`config.mk`:
```
export PLATFORM = sky130hd
export DESIGN_NAME = bodmon_regs
export DESIGN_NICKNAME = d
export VERILOG_FILES = /design/src/bodmon_regs.v
export VERILOG_INCLUDE_DIRS = /design/src
export SDC_FILE = /design/constraint.sdc
export NUM_CORES = 1
export LEC_CHECK = 0
export BUFFER_PORTS_ARGS = -buffer_cell sky130_fd_sc_hd__clkbuf_2
export CAP_MARGIN = 20
export CORE_ASPECT_RATIO = 0.7
export CORE_UTILIZATION = 49
export CTS_BUF_LIST = sky130_fd_sc_hd__clkbuf_4 sky130_fd_sc_hd__clkbuf_8
export DETAILED_ROUTE_END_ITERATION = 16
export PLACE_DENSITY = 0.78
export SLEW_MARGIN = 40
export SYNTH_ARGS = -nofsm -noshare
export SYNTH_HDL_FRONTEND = slang
export SYNTH_SLANG_ARGS = --single-unit
export TNS_END_PERCENT = 20
```
`constraint.sdc`:
```
create_clock -name mclk -period 2.1 [get_ports mclk]
set_input_delay 0.42 -clock mclk [delete_from_list [all_inputs] [get_ports mclk]]
set_output_delay 0.42 -clock mclk [all_outputs]
set_load 0.005 [all_outputs]
```
`src/bodmon_defs.vh`:
```
/*
  Register offsets, field positions, reset values and timing counts for the
  supply drop detector register bank.
  Assumes: included by bodmon_regs.v; Wishbone with 32-bit words, one register per word.
*/
// Operation
// RULE1: Sampling rate bit: zero gives 1 kHz, one gives 125 Hz; reset from fuse.
// RULE2: Active-state mode is read-only fuse value: disabled, continuous, sampled.
// RULE3: Active mode code 0x3 runs continuously and holds execution after wake until running.
// RULE4: Writable deep-sleep mode selects disabled, continuous or sampled; 0x3 reserved.
// RULE5: Sampling rate and active mode are not under unlock protection.
// RULE6: Threshold code is read-only fuse value; 0x2 is 2.6V, 0x7 is 4.2V.
// RULE7: Warning offset above threshold: 5%, 15%, 25%; other codes reserved.
// RULE8: Trigger select: falling below, rising above, or either crossing; others reserved.
// RULE9: Writing one to the warning interrupt enable enables it; zero disables.
// RULE10: Warning flag sets on monitor event matching the trigger select.
// RULE11: Warning flag updates only while the detector is enabled.
// RULE12: Warning status reads 1 when supply is below warning threshold, else 0.
// RULE13: Software trusts warning status only while the detector is enabled.
// RULE14: Interrupt asserted while enable and flag are set, until flag cleared.
// RULE15: Monitor follows detector mode: off when disabled, sampled in sampled mode.
// RULE16: Sleep entry switches to deep-sleep mode; wake returns to active mode.
// RULE17: Deep-sleep mode write takes effect only after the protection key unlock.
// RULE18: Writing one clears the warning flag; read-only field writes are ignored.
`ifndef BODMON_DEFS_VH
`define BODMON_DEFS_VH

`define BODMON_IDX_MODE_CTRL   4'h0
`define BODMON_IDX_THRESH      4'h1
`define BODMON_IDX_WARN_LVL    4'h8
`define BODMON_IDX_IRQ_CTRL    4'h9
`define BODMON_IDX_IRQ_FLAGS   4'ha
`define BODMON_IDX_STATUS      4'hb
`define BODMON_IDX_UNLOCK      4'hc

`define BODMON_UNLOCK_KEY      8'hd8
`define BODMON_UNLOCK_WINDOW   3'h4

`define BODMON_MODE_DIS        2'h0
`define BODMON_MODE_CONT       2'h1
`define BODMON_MODE_SAMP       2'h2
`define BODMON_MODE_CONT_HOLD  2'h3

`define BODMON_TRIG_BELOW      2'h0
`define BODMON_TRIG_ABOVE      2'h1
`define BODMON_TRIG_CROSS      2'h2

`define BODMON_BIT_SAMPRATE    4
`define BODMON_BIT_IE          0
`define BODMON_BIT_FLAG        0

`define BODMON_WARN_LVL_RST    2'h0
`define BODMON_IRQ_CTRL_RST    3'h0

// Sampling periods: 1 kHz is 1000 us, 125 Hz is 8000 us
`define BODMON_PERIOD_FAST_US  1000
`define BODMON_PERIOD_SLOW_US  8000
`define BODMON_CLK_MHZ         100
`define BODMON_WAKE_SETTLE_CYC 16'h0010

`endif

```
`src/bodmon_regs.v`:
```
/*
  Supply drop detector register bank: mode control, threshold code, warning
  monitor configuration, warning interrupt flag and live status, Wishbone slave.
  Assumes: fuse inputs stable around reset release; comparator outputs are
  asynchronous and pass two flip-flops here; unlock key written to an own register.
*/
// Our own choice: the Wishbone slave port.
`timescale 1ns/100ps
`include "bodmon_defs.vh"

module bodmon_regs #(
  parameter integer FAST_PERIOD_CYC = `BODMON_PERIOD_FAST_US * `BODMON_CLK_MHZ,
  parameter integer SLOW_PERIOD_CYC = `BODMON_PERIOD_SLOW_US * `BODMON_CLK_MHZ
) (
  input  wire        mclk,
  input  wire        srst,
  input  wire        wb_cyc_i,
  input  wire        wb_stb_i,
  input  wire        wb_we_i,
  input  wire [5:0]  wb_adr_i,
  input  wire [3:0]  wb_sel_i,
  input  wire [31:0] wb_dat_i,
  output reg  [31:0] wb_dat_o,
  output reg         wb_ack_o,
  input  wire        fuse_samp_rate,
  input  wire [1:0]  fuse_active_mode,
  input  wire [1:0]  fuse_sleep_mode,
  input  wire [2:0]  fuse_threshold_code,
  input  wire        deep_sleep_req,
  input  wire        warn_below_raw,
  output reg         detector_enable,
  output reg         detector_sampled,
  output reg         sampling_rate_select,
  output reg  [2:0]  threshold_code,
  output reg  [1:0]  warning_offset_select,
  output reg         monitor_enable,
  output reg         monitor_sample_strobe,
  output reg         cpu_hold,
  output reg         warning_irq
);

  localparam [1:0] ST_RESET  = 2'b01;
  localparam [1:0] ST_RUN    = 2'b10;

  reg  [1:0]  state_r;
  reg  [1:0]  active_mode_r;
  reg  [1:0]  sleep_mode_r;
  reg  [2:0]  irq_ctrl_r;
  reg         flag_r;
  reg  [2:0]  unlock_cnt_r;
  reg         asleep_r;
  reg         below_s1_r;
  reg         below_s2_r;
  reg         below_prev_r;
  reg         below_held_r;
  reg  [19:0] samp_cnt_r;
  reg  [15:0] settle_cnt_r;
  reg         slp_s1_r;
  reg         slp_s2_r;

  wire [1:0]  eff_mode;
  wire        det_on;
  wire        samp_tick;
  wire        bus_req;
  wire        wr_en;
  wire [3:0]  idx;
  wire        fall_evt;
  wire        rise_evt;
  reg         trig_hit;
  reg  [7:0]  rd_byte;
  wire [19:0] period_cyc;

  assign idx       = wb_adr_i[5:2];
  assign bus_req   = wb_cyc_i & wb_stb_i & ~wb_ack_o;
  assign wr_en     = bus_req & wb_we_i & wb_sel_i[0];
  assign eff_mode  = asleep_r ? sleep_mode_r : active_mode_r; // RULE16
  assign det_on    = (state_r == ST_RUN) && (eff_mode != `BODMON_MODE_DIS) && (eff_mode != 2'h3 || !asleep_r);
  assign period_cyc = sampling_rate_select ? SLOW_PERIOD_CYC[19:0] : FAST_PERIOD_CYC[19:0]; // RULE1
  assign samp_tick = (samp_cnt_r == 20'h00000);
  assign fall_evt  = below_held_r & ~below_prev_r;
  assign rise_evt  = ~below_held_r & below_prev_r;

  always @* begin
    case (irq_ctrl_r[2:1]) // RULE8
      `BODMON_TRIG_BELOW: trig_hit = fall_evt;
      `BODMON_TRIG_ABOVE: trig_hit = rise_evt;
      `BODMON_TRIG_CROSS: trig_hit = fall_evt | rise_evt;
      default:            trig_hit = 1'b0;
    endcase
  end

  always @* begin
    case (idx)
      `BODMON_IDX_MODE_CTRL: rd_byte = {3'h0, sampling_rate_select, active_mode_r, sleep_mode_r};
      `BODMON_IDX_THRESH:    rd_byte = {5'h00, threshold_code};
      `BODMON_IDX_WARN_LVL:  rd_byte = {6'h00, warning_offset_select};
      `BODMON_IDX_IRQ_CTRL:  rd_byte = {5'h00, irq_ctrl_r};
      `BODMON_IDX_IRQ_FLAGS: rd_byte = {7'h00, flag_r};
      `BODMON_IDX_STATUS:    rd_byte = {7'h00, below_held_r}; // RULE12
      `BODMON_IDX_UNLOCK:    rd_byte = {5'h00, unlock_cnt_r};
      default:               rd_byte = 8'h00;
    endcase
  end

  always @(posedge mclk) begin
    if (srst) begin
      state_r               <= ST_RESET;
      wb_ack_o              <= 1'b0;
      wb_dat_o              <= 32'h00000000;
      active_mode_r         <= `BODMON_MODE_DIS;
      sleep_mode_r          <= `BODMON_MODE_DIS;
      sampling_rate_select  <= 1'b0;
      threshold_code        <= 3'h0;
      warning_offset_select <= `BODMON_WARN_LVL_RST;
      irq_ctrl_r            <= `BODMON_IRQ_CTRL_RST;
      flag_r                <= 1'b0;
      unlock_cnt_r          <= 3'h0;
      asleep_r              <= 1'b0;
      slp_s1_r              <= 1'b0;
      slp_s2_r              <= 1'b0;
      below_s1_r            <= 1'b0;
      below_s2_r            <= 1'b0;
      below_prev_r          <= 1'b0;
      below_held_r          <= 1'b0;
      samp_cnt_r            <= 20'h00000;
      settle_cnt_r          <= 16'h0000;
      detector_enable       <= 1'b0;
      detector_sampled      <= 1'b0;
      monitor_enable        <= 1'b0;
      monitor_sample_strobe <= 1'b0;
      cpu_hold              <= 1'b1;
      warning_irq           <= 1'b0;
    end else begin
      slp_s1_r   <= deep_sleep_req;
      slp_s2_r   <= slp_s1_r;
      below_s1_r <= warn_below_raw;
      below_s2_r <= below_s1_r;
      case (state_r)
        ST_RESET: begin
          // Fuse values captured on the first clock after reset release
          sampling_rate_select <= fuse_samp_rate;      // RULE1
          active_mode_r        <= fuse_active_mode;    // RULE2
          sleep_mode_r         <= fuse_sleep_mode;
          threshold_code       <= fuse_threshold_code; // RULE6
          state_r              <= ST_RUN;
        end
        ST_RUN: begin
          asleep_r <= slp_s2_r;
        end
        default: state_r <= ST_RESET;
      endcase

      // Wake with continuous-hold mode keeps the CPU waiting until settled
      if (state_r == ST_RUN && !slp_s2_r && asleep_r && active_mode_r == `BODMON_MODE_CONT_HOLD)
        settle_cnt_r <= `BODMON_WAKE_SETTLE_CYC; // RULE3
      else if (settle_cnt_r != 16'h0000)
        settle_cnt_r <= settle_cnt_r - 16'h0001;
      cpu_hold <= (state_r != ST_RUN) || (settle_cnt_r > 16'h0001) ||
                  (!slp_s2_r && asleep_r && active_mode_r == `BODMON_MODE_CONT_HOLD); // RULE3

      if (!det_on || samp_tick)
        samp_cnt_r <= period_cyc - 20'h00001;
      else
        samp_cnt_r <= samp_cnt_r - 20'h00001;

      detector_enable       <= det_on;
      detector_sampled      <= det_on && eff_mode == `BODMON_MODE_SAMP;
      monitor_enable        <= det_on; // RULE15
      monitor_sample_strobe <= det_on && eff_mode == `BODMON_MODE_SAMP && samp_tick; // RULE15

      // Comparator seen continuously, or only at sample ticks in sampled mode
      if (det_on && (eff_mode != `BODMON_MODE_SAMP || samp_tick)) begin // RULE15
        below_held_r <= below_s2_r;
        below_prev_r <= below_held_r;
      end else begin
        below_prev_r <= below_held_r;
      end

      if (unlock_cnt_r != 3'h0)
        unlock_cnt_r <= unlock_cnt_r - 3'h1;

      if (wr_en) begin
        case (idx)
          // Only the sleep field is writable; rate and active mode stay fuse values
          `BODMON_IDX_MODE_CTRL: // RULE5
            if (unlock_cnt_r != 3'h0 && wb_dat_i[1:0] != 2'h3) // RULE17
              sleep_mode_r <= wb_dat_i[1:0]; // RULE4
          `BODMON_IDX_WARN_LVL:
            warning_offset_select <= wb_dat_i[1:0]; // RULE7
          `BODMON_IDX_IRQ_CTRL:
            irq_ctrl_r <= wb_dat_i[2:0]; // RULE9
          `BODMON_IDX_UNLOCK:
            if (wb_dat_i[7:0] == `BODMON_UNLOCK_KEY)
              unlock_cnt_r <= `BODMON_UNLOCK_WINDOW;
          default: ; // RULE18
        endcase
      end

      // Set wins over a same-cycle clear
      if (det_on && trig_hit) // RULE11
        flag_r <= 1'b1; // RULE10
      else if (wr_en && idx == `BODMON_IDX_IRQ_FLAGS && wb_dat_i[`BODMON_BIT_FLAG])
        flag_r <= 1'b0; // RULE18

      warning_irq <= irq_ctrl_r[`BODMON_BIT_IE] & flag_r; // RULE14

      wb_ack_o <= bus_req;
      if (bus_req && !wb_we_i)
        wb_dat_o <= {24'h000000, rd_byte};
    end
  end

endmodule // bodmon_regs

```
# ---- After elaboration in Yosys (flattened, before gate mapping)
# Index checks and enable logic that the tools add are counted.
# W data, S select, Z words.
dict set report op_classes {
  addsub 4
  magnitude_cmp 1
  n_eq_ne 17
  muxes 18
  bitwise_logic 11
  n_reduce_logical 35
}
# op count
set ops {}
lappend ops {{$mux W20} 2}
lappend ops {{$sub A20 B1 Y20 const B} 2}
lappend ops {{$pmux W5 S7} 1}
lappend ops {{$eq A4 B4 Y1 const B} 5}
lappend ops {{$logic_not A20 Y1} 1}
lappend ops {{$gt A16 B1 Y1 const B} 1}
lappend ops {{$reduce_bool A16 Y1} 1}
lappend ops {{$sub A16 B1 Y16 const B} 1}
lappend ops {{$logic_and A1 B1 Y1} 15}
lappend ops {{$mux W3} 4}
lappend ops {{$mux W2} 5}
lappend ops {{$mux W5} 2}
lappend ops {{$eq A2 B2 Y1 const B} 4}
lappend ops {{$eq A8 B8 Y1 const B} 1}
lappend ops {{$ne A2 B2 Y1 const B} 4}
lappend ops {{$and A1 B1 Y1} 7}
lappend ops {{$reduce_bool A2 Y1} 3}
lappend ops {{$logic_or A1 B1 Y1} 5}
lappend ops {{$eq A2 B1 Y1 const B} 2}
lappend ops {{$eq A4 B1 Y1 const B} 1}
lappend ops {{$logic_not A1 Y1} 4}
lappend ops {{$logic_not A4 Y1} 1}
lappend ops {{$pmux W2 S2} 1}
lappend ops {{$reduce_and A2 Y1} 2}
lappend ops {{8 further kinds} 11}
dict set report totals {
  register_bits 76
  inputBits 57
  output_inout_bits 45
  wordCells 112
}

# ---- Depth between registers and ports, before layout
dict set report logic_depth {
  ltp_word 8
  depth_mapped 9
}

# ---- Least setup slack after synthesis
# No wires, ideal clock.
dict set report synth_path {
  path_type {reg2reg}
  from {register asleep_r}
  to {register samp_cnt_r[10]}
  setup_time_ns 0.074
  arrival_ns 1.962
  required_ns 2.026
  slack_ns 0.064
  stages_incl_launch_ff 10
  path_cell_list {dfxtp_1 buf_6 nor3_4 a311oi_4 nand2_1 ha_1 and3_1 o21ai_2 or4_1 a31oi_1}
}
dict set report synth_via {
  elab_chain_len 7
  word_cells_on_any_way 10
  cone_classes {1 x eq/ne; 2 x mux; 7 x reduce/logical}
}
# item line_no
set synth_lines {}
lappend synth_lines {{from (decl)} bodmon_regs.v:51} ;# reg asleep_r;
lappend synth_lines {{from (signal assigned)} bodmon_regs.v:148} ;# asleep_r <= slp_s2_r;
lappend synth_lines {{$mux W2} bodmon_regs.v:76} ;# assign eff_mode = asleep_r ? sleep_mode_r : active_mode_r;
lappend synth_lines {{$ne A2 B2 Y1 / $reduce_bool A2 Y1 (equally long branches)} --}
lappend synth_lines {{$logic_or A1 B1 Y1 / $logic_and A1 B1 Y1 (equally long branches)} bodmon_regs.v:77} ;# assign det_on = (state_r == ST_RUN) && (eff_mode != `BODMON_MODE_DIS) && (eff_mode != 2'h3 || !asleep_r);
lappend synth_lines {{$logic_and A1 B1 Y1 (*)} bodmon_regs.v:77}
lappend synth_lines {{$logic_not A1 Y1 (*)} bodmon_regs.v:161} ;# if (!det_on || samp_tick)
lappend synth_lines {{$logic_or A1 B1 Y1 (*)} bodmon_regs.v:161}
lappend synth_lines {{$mux W20 (*)} bodmon_regs.v:161}
lappend synth_lines {{to (signal assigned)} bodmon_regs.v:162} ;# samp_cnt_r <= period_cyc - 20'h00001;
lappend synth_lines {{to (signal assigned)} bodmon_regs.v:164} ;# samp_cnt_r <= samp_cnt_r - 20'h00001;
lappend synth_lines {{to (decl)} bodmon_regs.v:56} ;# reg [19:0] samp_cnt_r;
# Every way passes the cells marked *; elsewhere a longest branch is shown, timed or not.
# A chain may end at the register's enable or synchronous reset.

# ---- Worst setup path after layout
dict set report layout_path {
  from {register asleep_r}
  to {register samp_cnt_r[14]}
}
# Same word-level chain as after synthesis.

==> reports/metrics.yaml <==
outcome:
  outcome: "complete, no violations"
grt:
  overflow: 0
  antenna_found_initial: 0
  track_usage_pct: 22.2
  grt_max_degree: 38
  grt_first_pass_wirelength_um: 13900
  grt_pass1_vias: 3002
clock_network:
  cts_buffer_depth: 2
  cts_tree: "done"
  cts_sinks: 73
  clock_latency_ns: 0.35
  cts_hold_buffers: 0
  cts_max_level: 3
  cts-buffers-inserted: 9
  clk_pin_slew_ns: 0.07
  clockRootBuffer: "clkbuf_8"
synth:
  synth-edff-count: 0
  async_flop_share_pct: 0
  synthTopCellsByArea: "dfxtp_1 39%, buf_4 5.5%, a21oi_1 5.0%"
  ys_warn_count: 0
  synth_ff_type: "dfxtp_1"
  avgSynthCellArea_um2: 8.56
  syn_inst: 443
  ys_types: 60
  yosys_register_bits: 73
  synth_top_area_share_pct: 38.5
  yosysTopAreaCell: "dfxtp_1"
  ys_seq_area_share_pct: 38.5
  synthesis.area_um2: 3790
sta:
  rsz0062_at_grt: "true"
  fmax_ghz: 0.500
  finalSetupViolCount: 0
  slew_headroom_pct: 64.8
  fin_crit_sh_pct: 95.2
  period_minus_slack_ns: 2.00
  maxSlewViolCount: 0
  worst_pin_slew_ns: 0.527
  clock_skew_ns: 0.00996
  postLayoutSetupSlackWorst_ns: 0.101
  fin_setup_tns_ns: 0
  hold_viol_final: 0
place:
  finalWeightedCongestion: 0.868
  dpl_worst_slack_ns: 0.0339
  post_dp_cell_area_um2: 4140
  place_hpwl_um: 6270
  portBuffers: 45
layout:
  utilization_pct: 59.0
  mostFrequentLayoutCells: "71 x dfxtp_1, 50 x nor2_1, 45 x clkbuf_2"
  nNetsFinal: 571
  layout_commonest_cell: "dfxtp_1"
  drive_gt1_share_pct: 21.9
  final_area_um2: 4360
  area_delta_synth_final_pct: 15.0
  diodes: 0
die:
  die_area_um2: 8100
  start_util_pct: 51.3
  fp.dieW_um: 107
  rows: 26
  die_h_um: 75.6
  boundaryPins: 102
  core_um2: 7380
min_path:
  hp-start: "deep_sleep_req"
  hold_depth: 2
  hold_class: "in2reg"
  min_delay_worst_endpoint: "slp_s1_r"
worst_setup_path:
  r2r-end: "samp_cnt_r[14]"
  rrSetupSlack_ns: 0.10
  r2r_cells: 6
  critical_path_class: "reg2reg"
  worstSetupEndpointType: "register"
  path_max_fanout: 6
  worstPathRequired_ns: 2.38
  crit_arrival_ns: 2.28
  r2r-start: "asleep_r"
  startpoint_type: "register"
pwr:
  powerDensity_nw_per_um2: 942
  p_leak_nw: 1.79
  peakVddDrop_mv: 0.571
drt:
  drc: 0
  vias: 3399
  firstDrtPassIters: 5
  ant_nets: 0
  finalWirelength_um: 8420
  vias_per_cell: 5.57
  wl_per_cell_um: 13.8
  drt-initial-drc-count: 190
job:
  drv_cap: 0
## cell families (layout without fill, tap and decap cells)
family                   after synthesis  after routing  synth area share (%)
multiplexers                          16             16                  4.32
buffers and inverters                 58            101                  9.47
adder cells (fa/ha/maj)                7              7                  2.31
flip-flops                            73             73                  38.5
XOR/XNOR                              18             18                  4.16
other                                  1             27                0.0989
AO/OA/AOI/OAI                         91             91                  15.7
AND/OR/NAND/NOR                      179            179                  25.3
## Yosys cell counts (8+ instances only)
library cell and instances:
xor2_1 12, dfxtp_1 73, inv_1 11, clkbuf_1 13
or3_1 8, nand4_1 11, nor2_1 50, nor3_1 12
nand3_1 10, nand2_1 38, mux2i_1 13, a21oi_1 38
buf_4 28, o21ai_0 10
## power breakdown
group	switching (mW)	internal, mW	total, mW
registers	0.177	1.57	1.75
logic	0.757	0.594	1.35
clock network	0.495	0.515	1.01
total	1.43	2.68	4.11
## flip-flops by register name, indices dropped and copies added, names as in the netlist, 2 cells and up
signal and cells:
samp_cnt_r 20, settle_cnt_r 16, wb_dat_o 5, irq_ctrl_r 3
threshold_code 3, unlock_cnt_r 3, active_mode_r 2, sleep_mode_r 2
state_r 2, warning_offset_select 2
## routing by layer
layer / routed length (um) / share of wire, % / up-vias / global-route usage [%]
met3: 532 / 6.3 / 16 / 5.47
met5: 0 / 0 / - / 0
met2: 3640 / 43 / 125 / 34.1
met4: 127 / 1.5 / 0 / 8.68
li1: - / - / 1656 / -
met1: 4120 / 49 / 1602 / 30.5
## worst max-delay path by stage
stage                   start             end  cells past startpoint
2_1_floorplan        asleep_r  samp_cnt_r[10]                      9
3_3_place_gp   samp_cnt_r[12]  samp_cnt_r[12]                      5
3_5_place_dp   samp_cnt_r[12]  samp_cnt_r[12]                      5
4_1_cts        samp_cnt_r[12]  samp_cnt_r[10]                      5
5_1_grt              asleep_r  samp_cnt_r[14]                      6
6_report             asleep_r  samp_cnt_r[14]                      6
## cell type report
| class | count | area (um2) |
|---|---|---|
| clock buffer | 14 | 168 |
| clock inverter | 2 | 13.8 |
| fill | 655 | 3030 |
| inverter | 11 | 41.3 |
| multi-input combinational | 338 | 2090 |
| sequential | 73 | 1460 |
| tap | 98 | 123 |
| timing repair buffer | 74 | 455 |
## metrics by stage
step                      hold slack (ns)  power (mW)  std cells
after floorplan                     0.414        2.76        469
after global placement              0.431        3.03        593
after detailed placement            0.451        3.09        593
after CTS                           0.274        4.10        609
after global routing                0.306        4.40        610
final                               0.290        4.11        610
## what timing repair did
action / 4_1_cts / 5_1_grt
setup endpoints to repair: 0 / 13
endpoints found under the hold margin: 0 / 0
resized for setup: 0 / 7
setup buffers: 0 / 1
## critical path, cell delays in order, from the launching register on
cell and delay (ns):
dfxtp_1 0.35, buf_4 0.16, a311oi_4 0.36, buf_4 0.23, mux2i_1 0.15, or4b_1 0.53
a21oi_1 0.15
Note: power is estimated with default switching activity, not from simulation.
